**src/sbcu_regs.vh**
```
// Purpose: constants for the skip and branch condition unit
// Assumes: one program word per fetch slot, word-addressed program counter
// Notes: operation codes are supplied already decoded by the decoder
`ifndef SBCU_REGS_VH
`define SBCU_REGS_VH

// operation select codes
`define SBCU_OP_NONE       4'h0
`define SBCU_OP_SKIP_RCLR  4'h1
`define SBCU_OP_SKIP_RSET  4'h2
`define SBCU_OP_SKIP_IOCLR 4'h3
`define SBCU_OP_SKIP_IOSET 4'h4
`define SBCU_OP_BR_FSET    4'h5
`define SBCU_OP_BR_FCLR    4'h6
`define SBCU_OP_BR_EQ      4'h7
`define SBCU_OP_BR_NE      4'h8
`define SBCU_OP_BR_CS      4'h9
`define SBCU_OP_BR_CC      4'ha
`define SBCU_OP_BR_SH      4'hb
`define SBCU_OP_BR_LO      4'hc
`define SBCU_OP_BR_MI      4'hd

// status flag bit positions
`define SBCU_FLAG_C 3'h0
`define SBCU_FLAG_Z 3'h1
`define SBCU_FLAG_N 3'h2

// program counter step sizes
`define SBCU_STEP_SEQ   2'h1
`define SBCU_STEP_SKIP1 2'h2
`define SBCU_STEP_SKIP2 2'h3

// cycle counts
`define SBCU_CYC_ONE   2'h1
`define SBCU_CYC_TWO   2'h2
`define SBCU_CYC_THREE 2'h3

`endif

```
**src/sbcu_top.v**
```verilog
// Purpose: skip and conditional relative branch evaluation unit
// Assumes: decoder presents one op per issue pulse, operands valid with it
// Notes: next program counter and busy cycles are registered outputs
`timescale 1ns/1ps
`include "sbcu_regs.vh"
module sbcu_top #(
   parameter PC_W = 16,
   parameter K_W = 7
) (
   // clock and reset
   input wire sys_clk_i,
   input wire nrst_i,
   // decoder side
   input wire issue_i,
   input wire [3:0] op_i,
   input wire [2:0] bit_sel_i,
   input wire [K_W-1:0] offset_k_i,
   input wire next_two_words_i,
   // operands
   input wire [PC_W-1:0] program_counter_i,
   input wire [7:0] source_working_register_i,
   input wire [7:0] io_val_i,
   input wire [7:0] status_flags_register_i,
   // program counter side
   output wire ready_o,
   output reg pc_load_o,
   output reg [PC_W-1:0] pc_next_o,
   output reg taken_o,
   output reg [1:0] cycles_o,
   output reg done_o
);
   localparam ST_IDLE = 1'b0;
   localparam ST_BUSY = 1'b1;

   reg rst_s1_r;
   reg rst_s2_r;
   wire rst_n;
   reg state_r;
   reg [1:0] wait_r;
   wire is_skip;
   wire is_branch;
   wire cond;
   wire [PC_W-1:0] k_ext;
   reg [PC_W-1:0] pc_calc;
   reg [1:0] cyc_calc;

   // two-stage reset release
   always @(posedge sys_clk_i or negedge nrst_i) begin
      if (!nrst_i) begin
         rst_s1_r <= 1'b0;
         rst_s2_r <= 1'b0;
      end else begin
         rst_s1_r <= 1'b1;
         rst_s2_r <= rst_s1_r;
      end
   end
   assign rst_n = rst_s2_r;

   sbcu_cond u_cond (
      .op_i(op_i),
      .bit_sel_i(bit_sel_i),
      .src_reg_i(source_working_register_i),
      .io_val_i(io_val_i),
      .flags_i(status_flags_register_i),
      .is_skip_o(is_skip),
      .is_branch_o(is_branch),
      .cond_o(cond)
   );

   // sign extension; flags are inputs only, never driven back
   assign k_ext = {{(PC_W-K_W){offset_k_i[K_W-1]}}, offset_k_i};

   always @* begin
      pc_calc = program_counter_i + {{(PC_W-2){1'b0}}, `SBCU_STEP_SEQ};
      cyc_calc = `SBCU_CYC_ONE;
      if (is_skip && cond) begin
         if (next_two_words_i) begin
            pc_calc = program_counter_i +
               {{(PC_W-2){1'b0}}, `SBCU_STEP_SKIP2};
            cyc_calc = `SBCU_CYC_THREE;
         end else begin
            pc_calc = program_counter_i +
               {{(PC_W-2){1'b0}}, `SBCU_STEP_SKIP1};
            cyc_calc = `SBCU_CYC_TWO;
         end
      end else if (is_branch && cond) begin
         pc_calc = program_counter_i + k_ext +
            {{(PC_W-2){1'b0}}, `SBCU_STEP_SEQ};
         cyc_calc = `SBCU_CYC_TWO;
      end
   end

   // new ops are refused while a multi-cycle op drains
   assign ready_o = (state_r == ST_IDLE);

   always @(posedge sys_clk_i or negedge rst_n) begin
      if (!rst_n) begin
         state_r <= ST_IDLE;
         wait_r <= 2'h0;
         pc_load_o <= 1'b0;
         pc_next_o <= {PC_W{1'b0}};
         taken_o <= 1'b0;
         cycles_o <= 2'h0;
         done_o <= 1'b0;
      end else begin
         pc_load_o <= 1'b0;
         done_o <= 1'b0;
         case (state_r)
            ST_IDLE: begin
               if (issue_i && (is_skip || is_branch)) begin
                  pc_load_o <= 1'b1;
                  pc_next_o <= pc_calc;
                  taken_o <= cond;
                  cycles_o <= cyc_calc;
                  if (cyc_calc == `SBCU_CYC_ONE) begin
                     done_o <= 1'b1;
                  end else begin
                     wait_r <= cyc_calc - 2'h1;
                     state_r <= ST_BUSY;
                  end
               end
            end
            ST_BUSY: begin
               // hold busy so the op spans exactly its cycle count
               if (wait_r == 2'h1) begin
                  done_o <= 1'b1;
                  state_r <= ST_IDLE;
               end
               wait_r <= wait_r - 2'h1;
            end
            default: begin
               state_r <= ST_IDLE;
            end
         endcase
      end
   end
endmodule // sbcu_top

```
**src/sbcu_cond.v**
```verilog
// Purpose: combinational condition evaluation for skip and branch ops
// Assumes: op code and selected bits are stable while issue_i is high
// Notes: pure logic; status flags are only read, never written
`timescale 1ns/1ps
`include "sbcu_regs.vh"
module sbcu_cond (
   // operation
   input wire [3:0] op_i,
   input wire [2:0] bit_sel_i,
   // operands
   input wire [7:0] src_reg_i,
   input wire [7:0] io_val_i,
   input wire [7:0] flags_i,
   // result
   output reg is_skip_o,
   output reg is_branch_o,
   output reg cond_o
);
   wire reg_bit;
   wire io_bit;
   wire flag_bit;
   assign reg_bit = src_reg_i[bit_sel_i];
   assign io_bit = io_val_i[bit_sel_i];
   assign flag_bit = flags_i[bit_sel_i];

   always @* begin
      is_skip_o = 1'b0;
      is_branch_o = 1'b0;
      cond_o = 1'b0;
      case (op_i)
         `SBCU_OP_SKIP_RCLR: begin
            is_skip_o = 1'b1;
            cond_o = ~reg_bit;
         end
         `SBCU_OP_SKIP_RSET: begin
            is_skip_o = 1'b1;
            cond_o = reg_bit;
         end
         `SBCU_OP_SKIP_IOCLR: begin
            is_skip_o = 1'b1;
            cond_o = ~io_bit;
         end
         `SBCU_OP_SKIP_IOSET: begin
            is_skip_o = 1'b1;
            cond_o = io_bit;
         end
         `SBCU_OP_BR_FSET: begin
            is_branch_o = 1'b1;
            cond_o = flag_bit;
         end
         `SBCU_OP_BR_FCLR: begin
            is_branch_o = 1'b1;
            cond_o = ~flag_bit;
         end
         `SBCU_OP_BR_EQ: begin
            is_branch_o = 1'b1;
            cond_o = flags_i[`SBCU_FLAG_Z];
         end
         `SBCU_OP_BR_NE: begin
            is_branch_o = 1'b1;
            cond_o = ~flags_i[`SBCU_FLAG_Z];
         end
         `SBCU_OP_BR_CS: begin
            is_branch_o = 1'b1;
            cond_o = flags_i[`SBCU_FLAG_C];
         end
         `SBCU_OP_BR_CC: begin
            is_branch_o = 1'b1;
            cond_o = ~flags_i[`SBCU_FLAG_C];
         end
         `SBCU_OP_BR_SH: begin
            is_branch_o = 1'b1;
            cond_o = ~flags_i[`SBCU_FLAG_C];
         end
         `SBCU_OP_BR_LO: begin
            is_branch_o = 1'b1;
            cond_o = flags_i[`SBCU_FLAG_C];
         end
         `SBCU_OP_BR_MI: begin
            is_branch_o = 1'b1;
            cond_o = flags_i[`SBCU_FLAG_N];
         end
         default: begin
            is_skip_o = 1'b0;
         end
      endcase
   end
endmodule // sbcu_cond

```
**config.mk**
```make
export PLATFORM = sky130hd
export DESIGN_NAME = sbcu_top
export DESIGN_NICKNAME = d
export VERILOG_FILES = /design/src/sbcu_top.v /design/src/sbcu_cond.v
export VERILOG_INCLUDE_DIRS = /design/src /design/src/src
export SDC_FILE = /design/constraint.sdc
export NUM_CORES = 1
export LEC_CHECK = 0
export ABC_AREA = 1
export BUFFER_PORTS_ARGS = -buffer_cell sky130_fd_sc_hd__buf_4
export CAP_MARGIN = 10
export CORE_UTILIZATION = 50
export DETAILED_ROUTE_END_ITERATION = 8
export PLACE_DENSITY = 0.79
export REMOVE_ABC_BUFFERS = 1
export SYNTH_ARGS = -nofsm -noshare
export SYNTH_HDL_FRONTEND = slang
export SYNTH_SLANG_ARGS = --single-unit
```
**constraint.sdc**
```tcl
create_clock -name sys_clk_i -period 1.1 [get_ports sys_clk_i]
set_clock_uncertainty 0.2 [all_clocks]
set_input_delay 0.33 -clock sys_clk_i [delete_from_list [all_inputs] [get_ports sys_clk_i]]
set_output_delay 0.33 -clock sys_clk_i [all_outputs]
set_load 0.02 [all_outputs]
```
* Word level (Yosys, flattened, before mapping)
Index checks and enable logic that the tools add are counted.
** Word-level totals
- Register bits :: 26
- Bits of input ports :: 58
- Output and inout bits :: 22
** Operators by class
- $add $sub $neg :: 7
- $lt $le $gt $ge :: 1
- Equality and inequality tests :: 17
- Multiplexer cells :: 28
- Bitwise gates (word level) :: 6
- Reductions and logical operators :: 10
** Operators with widths (number)
- $mux 16 :: 3
- $add 16x1->16 const B :: 2
- $add 16x2->16 const B :: 2
- $eq 4x4->1 const B :: 6
- $add 16x16->16 :: 1
- $eq 4x3->1 const B :: 4
- $mux 1 :: 14
- $pmux 1 s11 :: 1
- $bmux 1 s3 :: 3
- $reduce_or 9->1 :: 1
- $eq 4x2->1 const B :: 2
- $mux 2 :: 4
- $not 1->1 :: 6
- $eq 2x1->1 const B :: 2
- $eq 4x1->1 const B :: 1
- $lt 3x4->1 const B :: 1
- $pmux 1 s2 :: 2
- $pmux 2 s2 :: 1
- $reduce_and 2->1 :: 2
- $reduce_or 2->1 :: 2
- $reduce_or 4->1 :: 1
- $sub 2x1->2 const B :: 2
- $logic_and 1x1->1 :: 3
- $ne 2x1->1 const B :: 1
- other kinds (2) :: 2

* Depth between registers and ports, before layout
- Depth after elaboration :: 11
- Depth in mapped cells :: 16
- Depth with buffers taken out :: 16

* Cells and area by module
Synthesis repeated with hierarchy kept, for this count alone.
** Unflattened totals
- Cell total of the unflattened synthesis :: 602
- Area total of the unflattened synthesis :: 3464.6 sq um
** Modules (own cells, without submodules)
- sbcu_top :: instances 1, cells an instance 486, area each 2960.3 sq um, seq. area each 650.6 sq um
- sbcu_cond :: instances 1, cells an instance 116, area each 504.2 sq um, seq. area each 0.0 sq um

* Least setup slack after synthesis
No wires, ideal clock.
- Path type :: input to register
- Start :: in program_counter_i[0]
- End :: reg pc_next_o[14]
- Setup time :: 0.073 ns
- Arrival time :: 1.961 ns
- Data required time :: 0.827 ns
- Path slack :: -1.134 ns
- Stages :: 14
- Buffers on the path :: 0
- Cells stage by stage :: inv_1 > ha_1 > fa_1 > inv_1 > nand3_1 > nand2_1 > inv_1 > o21ai_0 > nand3_1 > nand2_1 > nand2_1 > nand4_1 > nand3_2 > a21oi_2
** Between the ends
- Longest elaborated chain between the ends :: 4
- Elaborated cells on any way between the ends :: 8
- Classes of those cells :: 5 x add/sub; 3 x mux
** RTL lines
- from (decl) :: RTL line sbcu_top.v:20 : input wire [PC_W-1:0] program_counter_i,
- $add 16x16->16 :: RTL line sbcu_top.v:87 : pc_calc = program_counter_i + k_ext +
- $add 16x1->16 :: RTL line sbcu_top.v:87
- $mux 16 :: RTL line sbcu_top.v:86 : end else if (is_branch && cond) begin
- $mux 16 (*) :: RTL line sbcu_top.v:76 : if (is_skip && cond) begin
- to (signal assigned) :: RTL line sbcu_top.v:101 : pc_next_o <= {PC_W{1'b0}};
- to (signal assigned) :: RTL line sbcu_top.v:112 : pc_next_o <= pc_calc;
- to (decl) :: RTL line sbcu_top.v:27 : output reg [PC_W-1:0] pc_next_o,
Mark *: on every way between the ends. The rest lies on a longest branch, timed or not.
A chain may end at the register's enable or synchronous reset.

* Final worst setup path
Ends and elaborated chain as after synthesis.

==> summary.txt <==
Clock network
  • CTS tree: yes
  • Reg clk slew, reported paths: around 0.11 ns
  • Root Buffer: clkbuf_8
  • CTS Buffer Depth: 2
  • CTS Buf Count: 3
  • Htree depth: 1
  • Clk Latency, worst-skew pair: ~0.29 ns
  • Total clock sinks: 26

Synth
  • Register bit total from synthesis: 26
  • Synth Cell Area: approximately 0.0033 sq mm
  • Top_reg_cell synth: dfrtp_1
  • Sequential area share after synthesis: just under 20%
  • Syn Area/Cell: 6.16 sq um
  • Cell taking the most area after synthesis: dfrtp_1
  • Yosys warns: 0
  • Post-Syn Instances: between 500 and 600
  • Largest cells by area after synthesis: dfrtp_1 (20%), nand2_1 (19%), nand3_1 (9.0%)
  • Synth cell types: 39
  • Post-synth EDFFs: 0
  • Post-synthesis async set-or-reset flop share: 100%
  • Synth top area share: about a fifth

Flow run
  • Max-cap violations: 0

Finish
  • Filler cells: around 150
  • Most common cell after layout, fill and taps aside: buf_4
  • Nets@finish: between 800 and 900
  • Share of cells above drive strength 1: 51.3%
  • Design area: 0.00610 sq mm
  • Commonest cells after routing, fill and taps aside: buf_4 (157), nand2_1 (131), inv_1 (54)
  • Non-Filler Instances: 824
  • Area Overhead vs Synth: 83.8%
  • Ant diodes: 0

Critical path
  • Worst Path Max Fanout: 3
  • Slowest cell on crit path: nor3b_2
  • Critical Path Max Stage Delay: between 0.4 and 0.5 ns
  • Required @ worst endpoint: between 1 and 1.5 ns
  • Flop2flop setup slack: -0.49 ns
  • CP endpoint kind: flop
  • WS Path Type: primary input to flop
  • Startpoint types: primary input
  • Crit path max-delay family: simple AND/OR/NAND/NOR gates
  • R2R Path End: pc_next_o[5]
  • Cells on worst reg2reg path: 8
  • Critical Path, Cell by Cell: buf_8 > inv_4 > buf_4 > ha_4 > nand2_1 > nor3b_2 > buf_4 > and3_4 > nand2_2 > xor2_2 > nand3_1 > nand2_1 > clkinv_1 > a21oi_2
  • Crit path DAT: about 2.4 ns
  • R2R Path Start: state_r
  • Buf/Inv on CP: 5

STA
  • Min Tclk post-route: 2.33 ns
  • Final worst setup slack: -1.23 ns
  • Final setup violation count: 46
  • Fmax: ~430 MHz
  • Slew Limit Fails: 0
  • Fin. Hold Viols: 0
  • Setup TNS: -29.19 ns
  • RSZ-0062 raised after global routing: true
  • Fin crit share: 212%

Placed design
  • IO buf count: 79
  • Placement Cell Area: around 0.0047 sq mm
  • Last weighted congestion value of the routability-driven placer: a little under 0.9
  • Dpl hpwl: 7950 um
  • Cell total after placement: between 700 and 800
  • Placement Setup Slack: -1.30 ns

Drt
  • DRT Pass-1 Iters: 9
  • Final ANT Viol Nets: 0
  • Wirelength per Cell: 25.0 um
  • DRC: 0
  • Initial DRC Count: 1035
  • Vias: between 5000 and 6000
  • Vias per inst: between 6 and 7
  • WL final: between 20000 and 25000 um

Power
  • VDD IR max: between 1.5 and 2 mV
  • Leakage power: 3.14 nW
  • P per Cell Area: 1390 mW/mm^2

Floorplanning
  • # IOs: 80
  • Die area: 0.00697 sq mm
  • Row count: 29
  • Core area: 0.00639 sq mm
  • Initial Util: between 50% and 60%
  • Height of the die: ~83 um
  • Die W: around 83 um

Outcome
  • Failing checks: negative setup slack
  • Status: finished, violations left

Global route
  • Total Routing Usage GR: between 30% and 40%
  • GR Util met3: 3.86%
  • Largest net degree at the start of global routing: 25
  • GR Util met1: around two fifths
  • GRT met2 Usage: between 60% and 70%
  • Congestion Overflow GR: 0
  • Via count of the first global-routing pass: about 4500
  • Top Usage Layer GRT: met2
  • Initial antenna violation count: 0
  • First-pass GRT wire length: ~20000 um

Hold path
  • Hold Crit Class: flop to asynchronous set/reset pin
-- Yosys cell counts, types with 3 or more instances --
master / number
or2_1: 3
a21o_1: 3
xnor2_1: 14
a21oi_2: 7
nor2_1: 45
nand3_1: 60
buf_2: 5
nor3_1: 6
dfrtp_1: 26
nand3_2: 7
o21bai_1: 3
o21ai_0: 13
a21oi_1: 20
nand2_1: 169
inv_1: 67
ha_1: 20
nand4_1: 10
clkinv_1: 6
inv_2: 6
xor2_1: 24
-- cell families after synthesis --
| logic type | count (synthesis) | share of synthesized area, % |
|---|---|---|
| and+or+nand+nor | 310 | 41.1 |
| buffers and inverters | 91 | 11.5 |
| AOI/OAI and AO/OA | 52 | 9.50 |
| xor gates and xnor gates | 38 | 10.0 |
| DFF | 26 | 19.6 |
| adders and majority gates | 21 | 8.14 |
| other | 1 | 0.113 |
-- cell type report --
type | instances | area, sq um | area share [%]
multi-input cells | 422 | 3020 | 49.4
repair buffers | 215 | 1950 | 31.9
flip-flops and latches | 26 | 651 | 10.7
inverters | 79 | 329 | 5.39
well taps | 77 | 96.3 | 1.58
clock buffers | 4 | 55.1 | 0.902
repair inverters | 1 | 8.76 | 0.144
-- how the worst max path moves through the flow --
stage / from / to / cells after the start
floorplan: op_i[2] / pc_next_o[4] / 10
global placement: program_counter_i[0] / pc_next_o[14] / 15
detailed placement: program_counter_i[0] / pc_next_o[6] / 15
CTS: program_counter_i[0] / pc_next_o[12] / 15
global route: program_counter_i[0] / pc_next_o[14] / 14
finish: program_counter_i[0] / pc_next_o[14] / 14
-- power by group --
| part | internal (mW) | switching, mW |
|---|---|---|
| logic | 2.82 | 3.19 |
| clock network | 0.322 | 0.342 |
| registers | 1.38 | 0.416 |
-- per-layer routing --
layer  vias to the layer above  routed length, um
met5                         -                  0
met4                         0               2670
met3                       322               2910
met2                       715               8930
met1                      2499               6070
li1                       2134                  -
-- registers in the layout (all words and copies together) (netlist names) --
name,cells
state_r,1
done_o,1
rst_s1_r,1
cycles_o,2
taken_o,1
pc_next_o,16
pc_load_o,1
rst_n,1
wait_r,2
-- what timing repair did --
action                                 4_1_cts  5_1_grt
pin swaps                                   35       64
cloned                                       3        2
gates resized for setup                    132      115
setup buffers                               20       21
setup endpoints to repair                   46       46
hold buffers                                 1        0
endpoints found under the hold margin        2        0
-- through the flow --
step	utilization, %	power [mW]	hold slack [ns]
2_1_floorplan	-	3.54	-0.166
3_3_place_gp	73.0	5.13	-0.0883
3_5_place_dp	73.0	5.25	-0.0870
4_1_cts	86.2	6.87	0.0465
5_1_grt	95.6	8.66	0.0971
6_report	95.6	8.47	0.0537
Note: power is estimated with default switching activity, not from simulation.
